$ cat src/one_wire_debug_port_defines.vh
`ifndef ONE_WIRE_DEBUG_PORT_DEFINES_VH
`define ONE_WIRE_DEBUG_PORT_DEFINES_VH

// Register byte offsets.
`define OFS_CTRL 8'h00
`define OFS_ASYNC_IFACE_CONTROL_A 8'h04
`define OFS_STATUS 8'h08
`define OFS_RXDATA 8'h0C
`define OFS_TXDATA 8'h10
`define OFS_CMD 8'h14
`define OFS_BAUD 8'h18

// Field positions.
`define CTRL_ENABLE 0
`define CTRL_PARITY_CHECK_DISABLE 1
`define CMD_STORE_GRANTED 0
`define CMD_EXPECT_SYNC 1
`define ST_RX_VALID 0
`define ST_TX_BUSY 1
`define ST_ERROR 2
`define ST_EXPECT_SYNC 3
`define ST_BUS_HELD 4
`define ST_SIG_LO 8
`define ST_SIG_HI 10

// Link clock selection codes and the resulting link clock in MHz.
`define CLKSEL_16 2'h1
`define CLKSEL_8 2'h2
`define CLKSEL_4 2'h3
`define CLKSEL_RESET 2'h3
`define FREQ_16 9'h010
`define FREQ_8 9'h008
`define FREQ_4 9'h004
`define PCLK_MHZ 9'h0C8

// Bit sampling.
`define SAMPLE_A 4'h7
`define SAMPLE_B 4'h8
`define SAMPLE_C 4'h9
`define SAMPLE_LAST 4'hF
`define BIT_START 4'h0
`define BIT_PARITY 4'h9
`define BIT_STOP1 4'hA
`define BIT_STOP2 4'hB

// Sync measurement spans eight bit times, 16 samples each.
`define SYNC_SCALE 20'h00080
`define SYNC_FALLS 3'h4
`define BAUD_DEFAULT 20'h00118
`define BAUD_MIN 20'h00080
`define BREAK_SAMPLES 8'hC0

// Acknowledge character value, a plain default.
`define ACK_CHAR 8'h40

// Error signature codes.
`define SIG_NONE 3'h0
`define SIG_START 3'h1
`define SIG_PARITY 3'h2
`define SIG_STOP 3'h3
`define SIG_SYNC 3'h4

`endif

$ cat src/one_wire_frame_tx.v
`timescale 1ns/1ps
`include "one_wire_debug_port_defines.vh"
module one_wire_frame_tx (
	input wire pclk, // System clock.
	input wire presetn, // Asynchronous reset, active low.
	input wire sample_tick, // One pulse per sixteenth of a bit.
	input wire start, // Pulse: begin a frame.
	input wire [7:0] data, // Byte to send.
	output reg line_o, // Serial level to drive.
	output reg busy // Frame in progress.
);
	reg [11:0] frame;
	reg [3:0] samp;
	reg [3:0] bits;

	always @(posedge pclk or negedge presetn) begin
		if (!presetn) begin
			frame <= 12'hFFF;
			samp <= 4'h0;
			bits <= 4'h0;
			line_o <= 1'b1;
			busy <= 1'b0;
		end else if (start && !busy) begin
			// Start, eight data, even parity, two stops.
			frame <= {2'b11, ^data, data, 1'b0};
			samp <= 4'h0;
			bits <= 4'h0;
			line_o <= 1'b0;
			busy <= 1'b1;
		end else if (busy && sample_tick) begin
			samp <= samp + 4'h1;
			if (samp == `SAMPLE_LAST) begin
				if (bits == `BIT_STOP2) begin
					busy <= 1'b0;
					line_o <= 1'b1;
				end else begin
					bits <= bits + 4'h1;
					frame <= {1'b1, frame[11:1]};
					line_o <= frame[1];
				end
			end
		end
	end
endmodule // one_wire_frame_tx

$ cat src/one_wire_debug_port.v
// What this block does
// - Frame is start, eight data, parity, two stops.
// - Flag bad start, parity or stop bits.
// - Parity check skipped when disable bit set.
// - Idle frame equals twelve high bits.
// - Twelve low bits reset internal state.
// - Sync character sets the bit rate.
// - Sync precedes instructions and follows break.
// - Send acknowledge once store gains bus.
// - Stored rate used for receive and transmit.
// - No writable bit rate register.
// - Sixteen samples, vote on seven, eight, nine.
// - Fractional counting keeps timing error small.
// - Link clock starts 4 MHz, two-bit select.
// - Crossings between domains are synchronised.
// - Port controls pull, input and output enables.
// - Link runs in sleep; bus access held.
// - One shared wire, half duplex.
// - After error ignore data until break.
// - Break restores 4 MHz link clock.
//
// The placing of the registers and the APB register port were left to the implementer.
`timescale 1ns/1ps
`include "one_wire_debug_port_defines.vh"
module one_wire_debug_port (
	input wire pclk, // System clock, 200 MHz.
	input wire presetn, // Asynchronous reset, active low.
	input wire psel, // APB select.
	input wire penable, // APB enable.
	input wire pwrite, // APB direction, high for write.
	input wire [7:0] paddr, // APB byte address.
	input wire [31:0] pwdata, // APB write data.
	output reg [31:0] prdata, // APB read data.
	output reg pready, // APB ready.
	output reg pslverr, // APB error for unmapped address.
	input wire pin_in, // Level seen on the shared reset pin.
	output reg pin_out, // Level driven onto the pin.
	output reg pin_out_en, // High while the port drives the pin.
	output reg pin_pull_en, // Pull-up enable for the pin.
	output reg pin_in_en, // Input buffer enable for the pin.
	input wire cpu_clock_stopped // High in sleep with processor clock off.
);
	localparam S_IDLE = 5'b00001;
	localparam S_SYNC = 5'b00010;
	localparam S_SYNC_TAIL = 5'b00100;
	localparam S_RX = 5'b01000;
	localparam S_ERR = 5'b10000;

	function [8:0] link_mhz;
		input [1:0] sel;
		begin
			case (sel)
				`CLKSEL_16: link_mhz = `FREQ_16;
				`CLKSEL_8: link_mhz = `FREQ_8;
				default: link_mhz = `FREQ_4;
			endcase
		end
	endfunction

	function majority;
		input a;
		input b;
		input c;
		begin
			majority = (a & b) | (a & c) | (b & c);
		end
	endfunction

	reg [4:0] state;
	reg enable;
	reg parity_check_disable;
	reg [1:0] link_clock_select;
	reg pin_meta, line, line_d;
	reg sleep_meta, sleep_sync;
	reg [8:0] link_acc;
	reg link_tick;
	reg [19:0] samp_acc;
	reg sample_tick;
	reg [19:0] baud_count;
	reg [19:0] meas_cnt;
	reg [2:0] falls;
	reg [7:0] brk_cnt;
	reg [3:0] samp_idx;
	reg [3:0] bit_idx;
	reg s7, s8;
	reg [7:0] shift;
	reg [7:0] rx_data;
	reg rx_valid;
	reg expect_sync;
	reg [2:0] error_signature;
	reg ack_pending;
	reg tx_pending;
	reg [7:0] tx_hold;
	reg tx_start;
	reg [7:0] tx_byte;
	wire tx_line;
	wire tx_busy;
	wire [8:0] link_sum;
	wire [19:0] samp_sum;
	wire fall;
	wire vote;
	wire access;
	wire brk;
	wire launch;

	assign link_sum = link_acc + link_mhz(link_clock_select);
	assign samp_sum = samp_acc + `SYNC_SCALE;
	assign fall = line_d & ~line;
	assign vote = majority(s7, s8, line);
	assign access = psel & penable & pready;
	assign brk = sample_tick && !line && !tx_busy &&
		brk_cnt == `BREAK_SAMPLES - 8'h01;
	// Half duplex: only start sending while the receiver is quiet.
	assign launch = state == S_IDLE && enable && line && !tx_busy &&
		!tx_start && ((ack_pending && !sleep_sync) || tx_pending);

	one_wire_frame_tx u_tx (
		.pclk(pclk),
		.presetn(presetn),
		.sample_tick(sample_tick),
		.start(tx_start),
		.data(tx_byte),
		.line_o(tx_line),
		.busy(tx_busy)
	);

	// Pin and sleep level pass two flops before use.
	always @(posedge pclk or negedge presetn) begin
		if (!presetn) begin
			pin_meta <= 1'b1;
			line <= 1'b1;
			line_d <= 1'b1;
			sleep_meta <= 1'b0;
			sleep_sync <= 1'b0;
		end else begin
			pin_meta <= pin_in;
			line <= pin_meta;
			line_d <= line;
			sleep_meta <= cpu_clock_stopped;
			sleep_sync <= sleep_meta;
		end
	end

	// Link clock as a fractional tick from the system clock.
	always @(posedge pclk or negedge presetn) begin
		if (!presetn) begin
			link_acc <= 9'h000;
			link_tick <= 1'b0;
		end else if (link_sum >= `PCLK_MHZ) begin
			link_acc <= link_sum - `PCLK_MHZ;
			link_tick <= 1'b1;
		end else begin
			link_acc <= link_sum;
			link_tick <= 1'b0;
		end
	end

	// Sample ticks: 128 per measured sync span, with carried remainder,
	// so the error never accumulates over a frame.
	always @(posedge pclk or negedge presetn) begin
		if (!presetn) begin
			samp_acc <= 20'h00000;
			sample_tick <= 1'b0;
		end else if (state == S_IDLE && fall && !tx_busy) begin
			samp_acc <= 20'h00000;
			sample_tick <= 1'b0;
		end else if (link_tick && samp_sum >= baud_count) begin
			samp_acc <= samp_sum - baud_count;
			sample_tick <= 1'b1;
		end else begin
			samp_acc <= link_tick ? samp_sum : samp_acc;
			sample_tick <= 1'b0;
		end
	end

	// Break counter runs in every state, on the stored rate.
	always @(posedge pclk or negedge presetn) begin
		if (!presetn)
			brk_cnt <= 8'h00;
		else if (line || tx_busy || brk)
			brk_cnt <= 8'h00;
		else if (sample_tick)
			brk_cnt <= brk_cnt + 8'h01;
	end

	always @(posedge pclk or negedge presetn) begin
		if (!presetn) begin
			state <= S_IDLE;
			enable <= 1'b0;
			parity_check_disable <= 1'b0;
			link_clock_select <= `CLKSEL_RESET;
			baud_count <= `BAUD_DEFAULT;
			meas_cnt <= 20'h00000;
			falls <= 3'h0;
			samp_idx <= 4'h0;
			bit_idx <= 4'h0;
			s7 <= 1'b0;
			s8 <= 1'b0;
			shift <= 8'h00;
			rx_data <= 8'h00;
			rx_valid <= 1'b0;
			expect_sync <= 1'b1;
			error_signature <= `SIG_NONE;
			ack_pending <= 1'b0;
			tx_pending <= 1'b0;
			tx_hold <= 8'h00;
			tx_start <= 1'b0;
			tx_byte <= 8'h00;
		end else begin
			tx_start <= 1'b0;
			// Acknowledge is held while the processor clock is off.
			if (launch) begin
				tx_start <= 1'b1;
				if (ack_pending && !sleep_sync) begin
					tx_byte <= `ACK_CHAR;
					ack_pending <= 1'b0;
				end else begin
					tx_byte <= tx_hold;
					tx_pending <= 1'b0;
				end
			end
			// Software side after launch, so a request in that cycle is kept.
			if (access && pwrite) begin
				case (paddr)
				`OFS_CTRL: begin
					enable <= pwdata[`CTRL_ENABLE];
					parity_check_disable <=
						pwdata[`CTRL_PARITY_CHECK_DISABLE];
				end
				`OFS_ASYNC_IFACE_CONTROL_A:
					link_clock_select <= pwdata[1:0];
				`OFS_TXDATA: begin
					tx_hold <= pwdata[7:0];
					tx_pending <= 1'b1;
				end
				`OFS_CMD: begin
					if (pwdata[`CMD_STORE_GRANTED])
						ack_pending <= 1'b1;
					if (pwdata[`CMD_EXPECT_SYNC])
						expect_sync <= 1'b1;
				end
				default: ;
				endcase
			end
			if (access && !pwrite && paddr == `OFS_RXDATA)
				rx_valid <= 1'b0;
			if (access && !pwrite && paddr == `OFS_STATUS)
				error_signature <= `SIG_NONE;
			if (!enable) begin
				state <= S_IDLE;
				expect_sync <= 1'b1;
			end else if (brk) begin
				// Break recovers from any state.
				state <= S_IDLE;
				expect_sync <= 1'b1;
				link_clock_select <= `CLKSEL_RESET;
			end else begin
				case (state)
				S_IDLE: begin
					samp_idx <= 4'h0;
					bit_idx <= 4'h0;
					meas_cnt <= 20'h00000;
					falls <= 3'h0;
					if (fall && !tx_busy)
						state <= expect_sync ? S_SYNC : S_RX;
				end
				S_SYNC: begin
					// Eight bit times from start edge to fifth fall.
					if (link_tick)
						meas_cnt <= meas_cnt + 20'h00001;
					if (&meas_cnt) begin
						state <= S_ERR;
						error_signature <= `SIG_SYNC;
					end else if (fall) begin
						falls <= falls + 3'h1;
						if (falls == `SYNC_FALLS - 3'h1) begin
							if (meas_cnt < `BAUD_MIN) begin
								state <= S_ERR;
								error_signature <= `SIG_SYNC;
							end else begin
								baud_count <= meas_cnt;
								expect_sync <= 1'b0;
								state <= S_SYNC_TAIL;
							end
						end
					end
				end
				S_SYNC_TAIL: begin
					if (line)
						state <= S_IDLE;
				end
				S_RX: begin
					if (sample_tick) begin
						samp_idx <= samp_idx + 4'h1;
						if (samp_idx == `SAMPLE_A)
							s7 <= line;
						if (samp_idx == `SAMPLE_B)
							s8 <= line;
						if (samp_idx == `SAMPLE_LAST)
							bit_idx <= bit_idx + 4'h1;
						if (samp_idx == `SAMPLE_C) begin
							case (bit_idx)
							`BIT_START: if (vote) begin
								state <= S_ERR;
								error_signature <= `SIG_START;
							end
							`BIT_PARITY: if (!parity_check_disable &&
								vote != ^shift) begin
								state <= S_ERR;
								error_signature <= `SIG_PARITY;
							end
							`BIT_STOP1: if (!vote) begin
								state <= S_ERR;
								error_signature <= `SIG_STOP;
							end
							`BIT_STOP2: begin
								if (!vote) begin
									state <= S_ERR;
									error_signature <= `SIG_STOP;
								end else begin
									rx_data <= shift;
									rx_valid <= 1'b1;
									state <= S_IDLE;
								end
							end
							default: shift <= {vote, shift[7:1]};
							endcase
						end
					end
				end
				S_ERR: ; // Only a break or clearing enable leaves this state.
				default: state <= S_IDLE;
				endcase
			end
		end
	end

	// Pin control while active overrides the normal pin setup.
	always @(posedge pclk or negedge presetn) begin
		if (!presetn) begin
			pin_out <= 1'b1;
			pin_out_en <= 1'b0;
			pin_pull_en <= 1'b0;
			pin_in_en <= 1'b0;
		end else begin
			pin_out <= tx_line;
			pin_out_en <= enable & tx_busy;
			pin_pull_en <= enable;
			pin_in_en <= enable;
		end
	end

	// APB: data and ready registered in the setup cycle, so every
	// access completes in one access cycle.
	always @(posedge pclk or negedge presetn) begin
		if (!presetn) begin
			prdata <= 32'h00000000;
			pready <= 1'b0;
			pslverr <= 1'b0;
		end else if (psel && !penable) begin
			pready <= 1'b1;
			pslverr <= 1'b0;
			prdata <= 32'h00000000;
			case (paddr)
			`OFS_CTRL: begin
				prdata[`CTRL_ENABLE] <= enable;
				prdata[`CTRL_PARITY_CHECK_DISABLE] <= parity_check_disable;
			end
			`OFS_ASYNC_IFACE_CONTROL_A: prdata[1:0] <= link_clock_select;
			`OFS_STATUS: begin
				prdata[`ST_RX_VALID] <= rx_valid;
				prdata[`ST_TX_BUSY] <= tx_busy | tx_pending | tx_start;
				prdata[`ST_ERROR] <= state == S_ERR;
				prdata[`ST_EXPECT_SYNC] <= expect_sync;
				prdata[`ST_BUS_HELD] <= ack_pending & sleep_sync;
				prdata[`ST_SIG_HI:`ST_SIG_LO] <= error_signature;
			end
			`OFS_RXDATA: prdata[7:0] <= rx_data;
			`OFS_TXDATA: ;
			`OFS_CMD: ;
			`OFS_BAUD: prdata[19:0] <= baud_count;
			default: pslverr <= 1'b1;
			endcase
		end else begin
			pready <= 1'b0;
			pslverr <= 1'b0;
		end
	end
endmodule // one_wire_debug_port

$ cat config.mk
export PLATFORM = sky130hd
export DESIGN_NAME = one_wire_debug_port
export DESIGN_NICKNAME = d
export VERILOG_FILES = /design/src/one_wire_frame_tx.v /design/src/one_wire_debug_port.v
export VERILOG_INCLUDE_DIRS = /design/src
export SDC_FILE = /design/constraint.sdc
export NUM_CORES = 1
export LEC_CHECK = 0
export BUFFER_PORTS_ARGS = -buffer_cell sky130_fd_sc_hd__clkbuf_2
export CAP_MARGIN = 20
export CORE_AREA = 2 2 129 131
export CTS_CLUSTER_DIAMETER = 200
export CTS_CLUSTER_SIZE = 10
export DETAILED_ROUTE_END_ITERATION = 10
export DIE_AREA = 0 0 131 133
export PLACE_DENSITY = 0.85
export SYNTH_ARGS = -nofsm -noshare
export SYNTH_HDL_FRONTEND = slang
export SYNTH_SLANG_ARGS = --single-unit
$ cat constraint.sdc
create_clock -name pclk -period 6.25 [get_ports pclk]
set_input_delay 1.25 -clock pclk [delete_from_list [all_inputs] [get_ports pclk]]
set_output_delay 1.25 -clock pclk [all_outputs]
set_load 0.1 [all_outputs]
# Yosys cells after proc, flatten, opt, wreduce, memory -nomap -nowiden

Cells that the tools add are included.

Multiplexer cells: 110
Equality and inequality tests: 42
Order comparisons: 3
Reductions and logical operators: 61
Div/mod/pow operators: 0
Bitwise gates (word level): 17
Multiply operators: 0
$add $sub $neg: 11
Shift operators: 0

Operators by type and width:

| kind                  | number |
|---|---|
| $mux 20               | 4 |
| $mux 5                | 14 |
| $mux 12               | 4 |
| $mux 1                | 42 |
| $mux 3                | 14 |
| $mux 4                | 10 |
| $pmux 20 s2           | 1 |
| $eq 4x4->1 const B    | 8 |
| $ne 5x5->1 const B    | 5 |
| $pmux 5 s5            | 1 |
| $eq 8x5->1 const B    | 3 |
| $mux 8                | 3 |
| $pmux 3 s2            | 4 |
| $logic_and 1x1->1     | 21 |
| $add 20x1->20 const B | 1 |
| $add 20x8->20 const B | 1 |
| $ge 20x20->1          | 1 |
| $lt 20x8->1 const B   | 1 |
| $pmux 5 s4            | 1 |
| $reduce_and 20->1     | 1 |
| $reduce_and 5->1      | 4 |
| $sub 20x20->20        | 1 |
| $mux 9                | 2 |
| $pmux 3 s3            | 2 |
| 48 further kinds      | 95 |

Memories: 0
Output and inout port bits: 38
Bits in latches: 0
Register bits after elaboration: 193
Memory bits (read-only): 0
Word-level logic and storage cells: 286
Memory bits (writable): 0

# Longest topological paths before layout

Gate-level depths: netlist of the first run.

Depth after elaboration: 12
Gate-level depth with buffers: 15

# Cells and area by module

Synthesis of the first run repeated with hierarchy kept, for this count alone.

Cell total of the unflattened synthesis: 1086
Area, all modules: 10287.4 µm²

Modules (own cells, without submodules):

| module              | instances | area an instance (µm²) | cells each | seq. area each (µm²) |
|---|---|---|---|---|
| one_wire_debug_port | 1         | 9312.7                 | 995        | 4242.8 |
| one_wire_frame_tx   | 1         | 974.7                  | 91         | 488.0 |

# Worst setup path before layout of the first run

Ideal clock, no wire load.

Path kind: register to register
Start point: register samp_acc[9]
End point: register samp_acc[13]
Clock period less this slack: 3.181 ns
Setup time: 0.104 ns
Path slack: 3.069 ns
Buffers on the path: 2
Data arrival time: 3.077 ns
Data required time: 6.146 ns
Stages on the path, launching flop included: 15
Path through: dfrtp_1 -> and4_1 -> and2_1 -> nand3_1 -> xnor2_1 -> ha_1 -> clkbuf_1 -> a21o_1 -> a211o_1 -> a2111oi_2 -> nor2_2 -> buf_2 -> nand2_1 -> o21ai_1 -> a221oi_1

Word-level cells in the longest chain between the ends: 5

Ends and longest elaborated chain:

| what                             | line                      | text |
|---|---|---|
| start, declared                  | one_wire_debug_port.v:77  | `reg [19:0] samp_acc;` |
| start signal, assigned           | one_wire_debug_port.v:168 | `samp_acc <= samp_sum - baud_count;` |
| start signal, assigned           | one_wire_debug_port.v:171 | `samp_acc <= link_tick ? samp_sum : samp_acc;` |
| $add 20x8->20 (no source line) * | -                         |  |
| $ge 20x20->1                     | one_wire_debug_port.v:167 | `end else if (link_tick && samp_sum >= baud_count) begin` |
| $logic_and 1x1->1                | one_wire_debug_port.v:167 |  |
| $mux 20                          | one_wire_debug_port.v:167 |  |
| $mux 20                          | one_wire_debug_port.v:164 | `end else if (state == S_IDLE && fall && !tx_busy) begin` |

Every way passes the cells marked *; elsewhere a longest branch is shown, timed or not. The select of a mux whose other input is x is not followed.
A chain may end at the register's enable or synchronous reset.

# Worst setup path in the final report of the first run

Start point: register samp_acc[9]
End point: register samp_acc[14]

Same word-level chain as after synthesis.

==> results of run 1 <==
-- worst reg2reg max path, stage by stage (launching register included) --
cell     delay [ns]
dfrtp_1        0.45
and4_1         0.29
nor2b_1        0.26
nand2_1        0.10
xnor2_1        0.15
ha_1           0.41
nand2_1        0.07
o21ai_0        0.35
a211o_1        0.20
o22ai_1        0.12
nor2_2         0.70
nand2_1        0.41
nor2_1         0.37
a21o_1         0.17
-- area by class of cell --
cell class	count	area share
inverter	47	0.0158
clock buffer	18	0.0384
sequential	188	0.423
clock inverter	14	0.0116
timing repair buffer	59	0.0303
multi-input combinational	792	0.456
tap	220	0.0246
-- how the worst max path moves through the flow --
stage,to,depth (start not counted),slack (ns)
global route,samp_acc[14],13,1.78
finish,samp_acc[14],13,2.13
global placement,samp_acc[14],13,2.34
detailed placement,samp_acc[14],13,2.26
CTS,samp_acc[14],13,2.24
floorplan,samp_acc[13],14,3.07
-- sequential cells by signal (all words and copies together) (netlist names), 5 cells and up --
name / flops
brk_cnt: 8
prdata: 20
meas_cnt: 20
rx_data: 8
tx_byte: 8
baud_count: 20
samp_acc: 20
tx_hold: 8
shift: 8
link_acc: 7
u_tx.frame: 9
state: 5
-- logic make-up after synthesis --
| kind of cell | Yosys count | share of synthesized area |
|---|---|---|
| AO/OA/AOI/OAI | 213 | 0.131 |
| XOR/XNOR | 78 | 0.0684 |
| adder cells (fa/ha/maj) | 44 | 0.0553 |
| buffers and inverters | 93 | 0.0406 |
| flip-flops | 188 | 0.464 |
| multiplexers | 59 | 0.0616 |
| other | 1 | 0.000368 |
| AND/OR/NAND/NOR | 386 | 0.179 |
-- routing by layer --
| layer | global-route usage | up-vias | routed length, µm |
|---|---|---|---|
| li1 | - | 3785 | - |
| met5 | 0 | - | 0 |
| met2 | 0.452 | 280 | 11300 |
| met3 | 0.0530 | 60 | 1290 |
| met1 | 0.351 | 3871 | 9630 |
| met4 | 0.0969 | 0 | 657 |
-- report_power, final --
| group | total, µW | internal, µW | switching [µW] |
|---|---|---|---|
| combinational | 1520 | 610 | 913 |
| clock | 1030 | 527 | 504 |
| sequential | 1460 | 1340 | 121 |
-- stage by stage --
stage | instance area [µm²] | power [µW]
floorplan | 10200 | 2620
global placement | 10600 | 2900
detailed placement | 10600 | 2960
CTS | 11200 | 4010
global route | 11200 | 4250
finish | 11200 | 4020
-- cells in the final DEF (no fill, tap or decap), drive strengths merged, types with 4 or more instances in the layout --
cell type	synthesis	layout
mux2	30	30
nand3	49	49
mux2i	29	29
a22o	7	7
inv	46	53
a211oi	8	8
and2	9	9
dfstp	21	21
a221oi	4	4
and3	7	7
dfrtp	167	167
a31oi	6	6
ha	41	41
o21ai	80	80
a21oi	52	52
a22oi	9	9
nor2	84	84
xnor2	50	50
xor2	27	27
conb	1	12
nand4	22	22
nand2b	12	12
a21o	11	11
clkbuf	26	67
nand2	147	147
or3	8	8
and4	4	4
nor4	6	6
clkinv	1	8
buf	20	10
nor2b	8	8
nor3	16	16
==> metrics.yaml, run 1 <==
synthesis.instances: 1062
remaining_drc_errors: 0
cts.repair.resized: 0
worst_path_most_repeated_cell: "nand2_1"
p_leak_uw: 0.00510
synth-seq-cells: 188
hpwl_um: 16000
post-place-cells: 1304
setup-violations-final: 0
path_buf_inv: 0
post_cts_buffers: 0
finalNonFillerCells: 1338
peakVddDrop_mv: 0.253
critPathLaunchType: "flip-flop"
drtPass1Iterations: 7
cpLargestDelayFamily: "simple AND/OR/NAND/NOR gates"
yosys.area.top_type: "dfrtp_1"
numPortBuffers: 48
worstSetupPathType: "flip-flop to flip-flop"
fillers: 1197
holdPathEnd: "line"
required_ns: 6.63
area_growth_pct: 9.72
dieArea_mm2: 0.0174
fp.coreArea_mm2: 0.0162
power_density_mw_per_mm2: 359
slew_headroom: 0.293
ys_async_sr_fraction: 1.00
ctsRootBufferMaster: "clkbuf_16"
status: "complete, no violations"
gp_congestion: 0.914
grt_pass1_wl_um: 37200
r2r_end: "samp_acc[14]"
insertion_delay_ns: 0.44
multi_input_area_mm2: 0.00510
yosysUniqueCellTypes: 77
slew_violations: 0
ys_top_cells_by_area: "dfrtp_1, dfstp_2, nand2_1"
routed_wl_um: 22900
grt_usage: 0.271
fmax_mhz: 243
arrival_ns: 4.50
ctsHoldBuffers: 0
crit_fanout: 19
htree_num_levels: 4
clkTransAtPathRegs_ns: 0.07
reg2reg_from: "samp_acc[9]"
fin_skew_ns: 0.0107
synth-seq-area-share: 0.464
fin_util: 0.691
rows: 47
place_ws_ns: 2.26
holdPathStages: 0
synth_top_area_frac: 0.410
start_util: 0.630
nets: 1195
rsz0062_at_grt: "false"
die_x_um: 131
setup_tns_ns: 0
drtAntennaViolNets: 0
r2r_cells: 13
grt_pass1_vias: 7768
drt_iter0_markers: 794
clock-sinks: 188
hp-start: "pin_meta"
grt_max_degree: 103
num_vias: 7996
io_pins: 85
clockBufferDepth: 2
cp_slowest_cell: "nor2_2"
critPathMaxStageDelay_ns: 0.70
antenna_cells: 0
ys_warn_count: 0
cp_cell_sequence: "and4_1, nor2b_1, nand2_1, xnor2_1, ha_1, nand2_1, o21ai_0, a211o_1, o22ai_1, nor2_2, nand2_1, nor2_1, a21o_1"
worst_hold_slack_ns: 0.364
synth_area_mm2: 0.0102
die_h_um: 133
critPathLaunch: "samp_acc[9]"
fin_crit_ns: 4.12
synth_area_per_cell_um2: 9.59
drive_gt1_frac: 0.141
synth_edf_count: 0
synth.most_common_cell: "dfrtp_1"
drt-vias-per-instance: 5.98
fin_crit_sh: 0.659
hold_violations: 0
worstMarginPinSlew_ns: 1.05
antenna_found_initial: 0
end_kind: "flip-flop"
synth_ff_type: "dfrtp_1"
worst-r2r-setup-slack_ns: 2.13
ys_top_cells_by_count: "dfrtp_1, nand2_1, nor2_1"
cts_buffers: 17
hold_class: "flip-flop to flip-flop"
regArea_mm2: 0.00473
grt-ovfl-total: 0
max-cap-violations: 0
wl_per_cell_um: 17.1
cts_tree: "done"
setup_slack_ns: 2.13
Power figures use the tool's default switching activity.
==> inputs of run 2 (changes only) <==
--- a/config.mk
+++ b/config.mk
@@ -6,14 +6,15 @@
 export SDC_FILE = /design/constraint.sdc
 export NUM_CORES = 1
 export LEC_CHECK = 0
+export ABC_AREA = 1
 export BUFFER_PORTS_ARGS = -buffer_cell sky130_fd_sc_hd__clkbuf_2
 export CAP_MARGIN = 20
-export CORE_AREA = 2 2 129 131
+export CORE_AREA = 2 2 145 147
 export CTS_CLUSTER_DIAMETER = 200
 export CTS_CLUSTER_SIZE = 10
 export DETAILED_ROUTE_END_ITERATION = 10
-export DIE_AREA = 0 0 131 133
-export PLACE_DENSITY = 0.85
+export DIE_AREA = 0 0 147 149
+export PLACE_DENSITY = 0.77
 export SYNTH_ARGS = -nofsm -noshare
 export SYNTH_HDL_FRONTEND = slang
 export SYNTH_SLANG_ARGS = --single-unit
==> constraint.sdc (replaced) <==
create_clock -name pclk -period 3.65 [get_ports pclk]
set_input_delay 0.73 -clock pclk [delete_from_list [all_inputs] [get_ports pclk]]
set_output_delay 0.73 -clock pclk [all_outputs]
set_load 0.1 [all_outputs]
==> run 2 against run 1 <==
Die area up 26%; combinational power up 41%; cell count up 27%.
==> metrics.yaml, run 2 <==
status: "complete, no violations"
drive_gt1_frac: 0.141
synth_area_mm2: 0.0110
gp_congestion: 0.923
worst_path_most_repeated_cell: "inv_1"
die_h_um: 149
end_kind: "flip-flop"
reg2reg_from: "samp_acc[9]"
final_common_cell: "nand2_1"
synth.area.mux_share: 0
r2r_cells: 18
wl_per_cell_um: 14.6
grt_pass1_vias: 8612
critPathLaunch: "samp_acc[9]"
synth-seq-cells: 188
synthAdderAreaFrac: 0.0501
area_growth_pct: 9.80
grt_pass1_wl_um: 41400
fin_crit_ns: 3.39
ys_async_sr_fraction: 1.00
synth.most_common_cell: "nand2_1"
worstSetupEndpoint: "samp_acc[15]"
ys_warn_count: 0
remaining_drc_errors: 0
p_leak_uw: 0.00576
crit_fanout: 10
nets: 1502
fp.coreArea_mm2: 0.0206
fmax_mhz: 295
critPathMaxStageDelay_ns: 0.40
routed_wl_um: 24900
worst-r2r-setup-slack_ns: 0.26
worstSetupPathType: "flip-flop to flip-flop"
fillers: 1826
peakVddDrop_mv: 0.411
synthesis.instances: 1365
cp_cell_sequence: "inv_1, nor3_2, nand2_1, nor3_2, nand2_1, nor2_1, xor2_1, inv_1, ha_1, nand3_1, inv_1, a21oi_1, nand4_2, nand2_4, buf_4, a21boi_0, o21ai_0, o21ai_0"
placed_area_mm2: 0.0115
yosysUniqueCellTypes: 60
fin_skew_ns: 0.0119
drt-vias-per-instance: 5.37
r2r_end: "samp_acc[15]"
required_ns: 3.97
drtPass1Iterations: 6
dieArea_mm2: 0.0219
cp_slowest_cell: "dfrtp_1"
power_density_mw_per_mm2: 529
worstMarginPinSlew_ns: 0.743
synth_area_per_cell_um2: 8.08
grt_usage: 0.234
clock-sinks: 188
drtAntennaViolNets: 0
cts_tree: "done"
ys_top_cells_by_count: "nand2_1, inv_1, dfrtp_1"
cts_buffers: 17
hold_violations: 0
synth_edf_count: 0
grt_max_degree: 83
rows: 53
hold_class: "primary input to asynchronous set/reset pin"
slew_violations: 0
synth-seq-area-share: 0.429
ctsRootBufferMaster: "clkbuf_16"
setup_slack_ns: 0.261
synth_top_family_by_area: "simple AND/OR/NAND/NOR gates"
ys_top_cells_by_area: "dfrtp_1, nand2_1, inv_1"
insertion_delay_ns: 0.44
slew_headroom: 0.503
synth_top_area_frac: 0.379
antenna_cells: 0
hpwl_um: 18900
synth_ff_type: "dfrtp_1"
critPathLaunchType: "flip-flop"
mostFrequentLayoutCells: "nand2_1, inv_1, dfrtp_1"
arrival_ns: 3.71
numPortBuffers: 48
start_util: 0.537
drt_iter0_markers: 618
synth_compound_area_frac: 0.137
fin_area_mm2: 0.0121
clkTransAtPathRegs_ns: 0.07
io_pins: 85
synth_xor_area_frac: 0.0476
num_vias: 9132
antenna_found_initial: 0
die_x_um: 147
synth-simple-area-share: 0.247
fin_crit_sh: 0.929
rsz0062_at_grt: "false"
grt-ovfl-total: 0
setup_tns_ns: 0
place_ws_ns: 0.284
clockBufferDepth: 2
post_cts_buffers: 0
htree_num_levels: 4
max-cap-violations: 0
setup-violations-final: 0
yosys.area.top_type: "dfrtp_1"
[run 2: changes by cell type in the layout (fill, tap and decap cells not counted), sizes merged, moves of 9 or more]
cell,previous run,this run
nand4,22,31
nor2,84,112
nand3,49,76
nand2b,12,0
inv,53,197
mux2,30,0
xnor2,50,16
o21ai,80,115
o31ai,2,21
nand2,147,332
mux2i,29,0
a31oi,6,17
xor2,27,44
[run 2: final cells by class]
cell class / count / area, µm² / area share
multi-input combinational: 957 / 5360 / 0.442
sequential: 188 / 4730 / 0.391
inverter: 192 / 728 / 0.0601
clock buffer: 17 / 425 / 0.0351
tap: 275 / 344 / 0.0284
timing repair buffer: 56 / 334 / 0.0276
clock inverter: 15 / 194 / 0.0160
[run 2: worst max-delay path, delay by kind of cell, from the launching register on]
kind | cells | cell delay [ns]
XOR/XNOR | 1 | 0.21
buffers and inverters | 4 | 0.43
AO/OA/AOI/OAI | 4 | 0.47
adder cells (fa/ha/maj) | 1 | 0.35
flip-flops | 1 | 0.40
AND/OR/NAND/NOR | 8 | 1.41
[run 2: timing repair]
| item | in CTS | in global routing |
|---|---|---|
| endpoints found under the setup margin | 0 | 9 |
| gates resized for setup | 0 | 3 |
| hold buffers | 0 | 0 |
[run 2: worst min-delay path by stage]
stage,startpoint,end,depth (start not counted),slack [ns]
3_5_place_dp,sleep_meta,sleep_sync,0,0.34
2_1_floorplan,sleep_meta,sleep_sync,0,0.33
5_1_grt,presetn,samp_acc[18],1,0.35
3_3_place_gp,sleep_meta,sleep_sync,0,0.34
4_1_cts,presetn,samp_acc[19],1,0.34
6_report,presetn,samp_acc[19],1,0.29
[run 2: cell families (layout without fill, tap and decap cells)]
family,after synthesis,after routing
AND/OR/NAND/NOR,595,595
adder cells (fa/ha/maj),43,43
XOR/XNOR,60,60
buffers and inverters,231,280
other,1,12
flip-flops,188,188
AO/OA/AOI/OAI,247,247
[run 2: report_power, final]
group / switching, µW / total, µW / internal [µW]
Clock: 942 / 1930 / 993
Sequential: 112 / 2340 / 2230
Combinational: 1420 / 2140 / 724
Total: 2470 / 6410 / 3940
[run 2: through the flow]
step / cells / util / power, µW / hold WS, ns
2_1_floorplan: 1376 / - / 4020 / 0.331
3_3_place_gp: 1668 / 0.559 / 4440 / 0.344
3_5_place_dp: 1668 / 0.559 / 4490 / 0.343
4_1_cts: 1700 / 0.589 / 6420 / 0.337
5_1_grt: 1700 / 0.589 / 6820 / 0.351
6_report: 1700 / 0.589 / 6410 / 0.295
[run 2: per-layer routing]
layer	wire length [µm]	vias to the layer above	global-route usage	share of wire
li1	-	4549	-	-
met1	11300	4333	0.308	0.45
met2	11900	212	0.389	0.48
met3	1060	38	0.0419	0.043
met4	671	0	0.0870	0.027
met5	0	-	0	0
==> inputs of run 3 (changes only) <==
--- a/config.mk
+++ b/config.mk
@@ -15,6 +15,7 @@
 export DETAILED_ROUTE_END_ITERATION = 10
 export DIE_AREA = 0 0 147 149
 export PLACE_DENSITY = 0.77
+export REMOVE_ABC_BUFFERS = 1
 export SYNTH_ARGS = -nofsm -noshare
 export SYNTH_HDL_FRONTEND = slang
 export SYNTH_SLANG_ARGS = --single-unit
==> run 3 against run 2 <==
Flip-flop and latch count unchanged; clock skew decreased by 0.00077 ns; via count about the same; register-to-register slack improved by 0.14 ns; clock power decreased by 3%; combinational power about the same; sequential power about the same.
==> metrics.yaml, run 3 (synthesis results as in run 2) <==
io_pins: 85
setup-violations-final: 0
regArea_mm2: 0.00473
post_cts_buffers: 0
fin_skew_ns: 0.0112
dieArea_mm2: 0.0219
setup_slack_ns: 0.398
numPortBuffers: 48
arrival_ns: 3.60
clockBufferDepth: 2
drtPass1Iterations: 5
hold_violations: 0
cts.repair.resized: 0
place_ws_ns: 0.339
status: "complete, no violations"
drive_gt1_frac: 0.143
rows: 53
hold_class: "primary input to asynchronous set/reset pin"
max-cap-violations: 0
hpwl_um: 18800
power.total_uw: 6370
die_x_um: 147
grt_max_degree: 73
die_h_um: 149
drtAntennaViolNets: 0
routed_wl_um: 24900
fin_crit_sh: 0.891
rsz0062_at_grt: "false"
nets: 1504
critPathLaunchType: "flip-flop"
gp_congestion: 0.976
r2r_end: "samp_acc[15]"
r2r_cells: 18
slew_headroom: 0.481
remaining_drc_errors: 0
drt-vias-per-instance: 5.36
start_util: 0.537
antenna_found_initial: 0
htree_num_levels: 4
grt_pass1_vias: 8636
final_common_cell: "nand2_1"
multi_input_area_mm2: 0.00536
reg2reg_from: "samp_acc[9]"
wl_per_cell_um: 14.6
power_density_mw_per_mm2: 527
insertion_delay_ns: 0.43
p_leak_uw: 0.00575
fp.coreArea_mm2: 0.0206
crit_fanout: 11
mostFrequentLayoutCells: "nand2_1, inv_1, dfrtp_1"
grt-ovfl-total: 0
cts_buffers: 17
grt_usage: 0.235
clkTransAtPathRegs_ns: 0.07
worstMarginPinSlew_ns: 0.775
grt_pass1_wl_um: 41700
fillers: 1878
ctsHoldBuffers: 0
setup_tns_ns: 0
required_ns: 4.00
fin_crit_ns: 3.25
cts_tree: "done"
end_kind: "flip-flop"
clock-sinks: 188
ctsRootBufferMaster: "clkbuf_16"
worstSetupPathType: "flip-flop to flip-flop"
drt_iter0_markers: 737
area_growth_pct: 9.59
peakVddDrop_mv: 0.463
slew_violations: 0
worst-r2r-setup-slack_ns: 0.40
antenna_cells: 0
fmax_mhz: 307
num_vias: 9131
-- run 3: cell type report --
cell class,count,share of cell area
clock inverters,15,0.0138
repair buffers,58,0.0278
flip-flops and latches,188,0.391
multi-input cells,957,0.443
clock buffers,17,0.0352
inverters,192,0.0602
well taps,275,0.0285
-- run 3: where the power goes --
group / internal, µW / leakage, µW / switching (µW) / total, µW
Sequential: 2230 / 0.00246 / 114 / 2340
Combinational: 742 / 0.00300 / 1420 / 2170
Clock: 979 / 0.000287 / 888 / 1870
Total: 3950 / 0.00575 / 2430 / 6370
-- run 3: routing by layer --
layer | wire [µm] | track usage
met1 | 11400 | 0.320
met5 | 0 | 0
met3 | 1080 | 0.0370
met2 | 11900 | 0.385
met4 | 556 | 0.0827
-- run 3: worst max path at each step --
stage,slack (ns),from,cells after the start,end
after detailed placement,0.34,samp_acc[9],17,samp_acc[5]
after global routing,0.02,samp_acc[9],18,samp_acc[15]
after CTS,0.32,samp_acc[9],17,samp_acc[5]
final,0.40,samp_acc[9],18,samp_acc[15]
after floorplan,0.81,samp_acc[9],18,samp_acc[19]
after global placement,0.43,samp_acc[9],19,samp_acc[1]
-- run 3: through the flow --
| stage | hold WS, ns | instance area [µm²] | std cells | utilization |
|---|---|---|---|---|
| floorplan | 0.331 | 10800 | 1337 | - |
| global placement | 0.332 | 11500 | 1670 | 0.559 |
| detailed placement | 0.335 | 11500 | 1670 | 0.559 |
| CTS | 0.326 | 12100 | 1702 | 0.588 |
| global route | 0.351 | 12100 | 1702 | 0.588 |
| finish | 0.308 | 12100 | 1702 | 0.588 |
-- run 3: critical path, stage by stage, from the launching register on --
cell      delay (ns)
dfrtp_1         0.40
inv_1           0.08
nor3_2          0.22
nand2_1         0.13
nor3_2          0.19
nand2_1         0.14
nor2_1          0.15
xor2_1          0.22
inv_1           0.07
ha_2            0.39
nand3_1         0.11
nor2_1          0.13
nand4_1         0.11
nand4_2         0.15
nand2_4         0.11
buf_4           0.23
a21boi_0        0.15
o21ai_0         0.11
o21ai_0         0.08
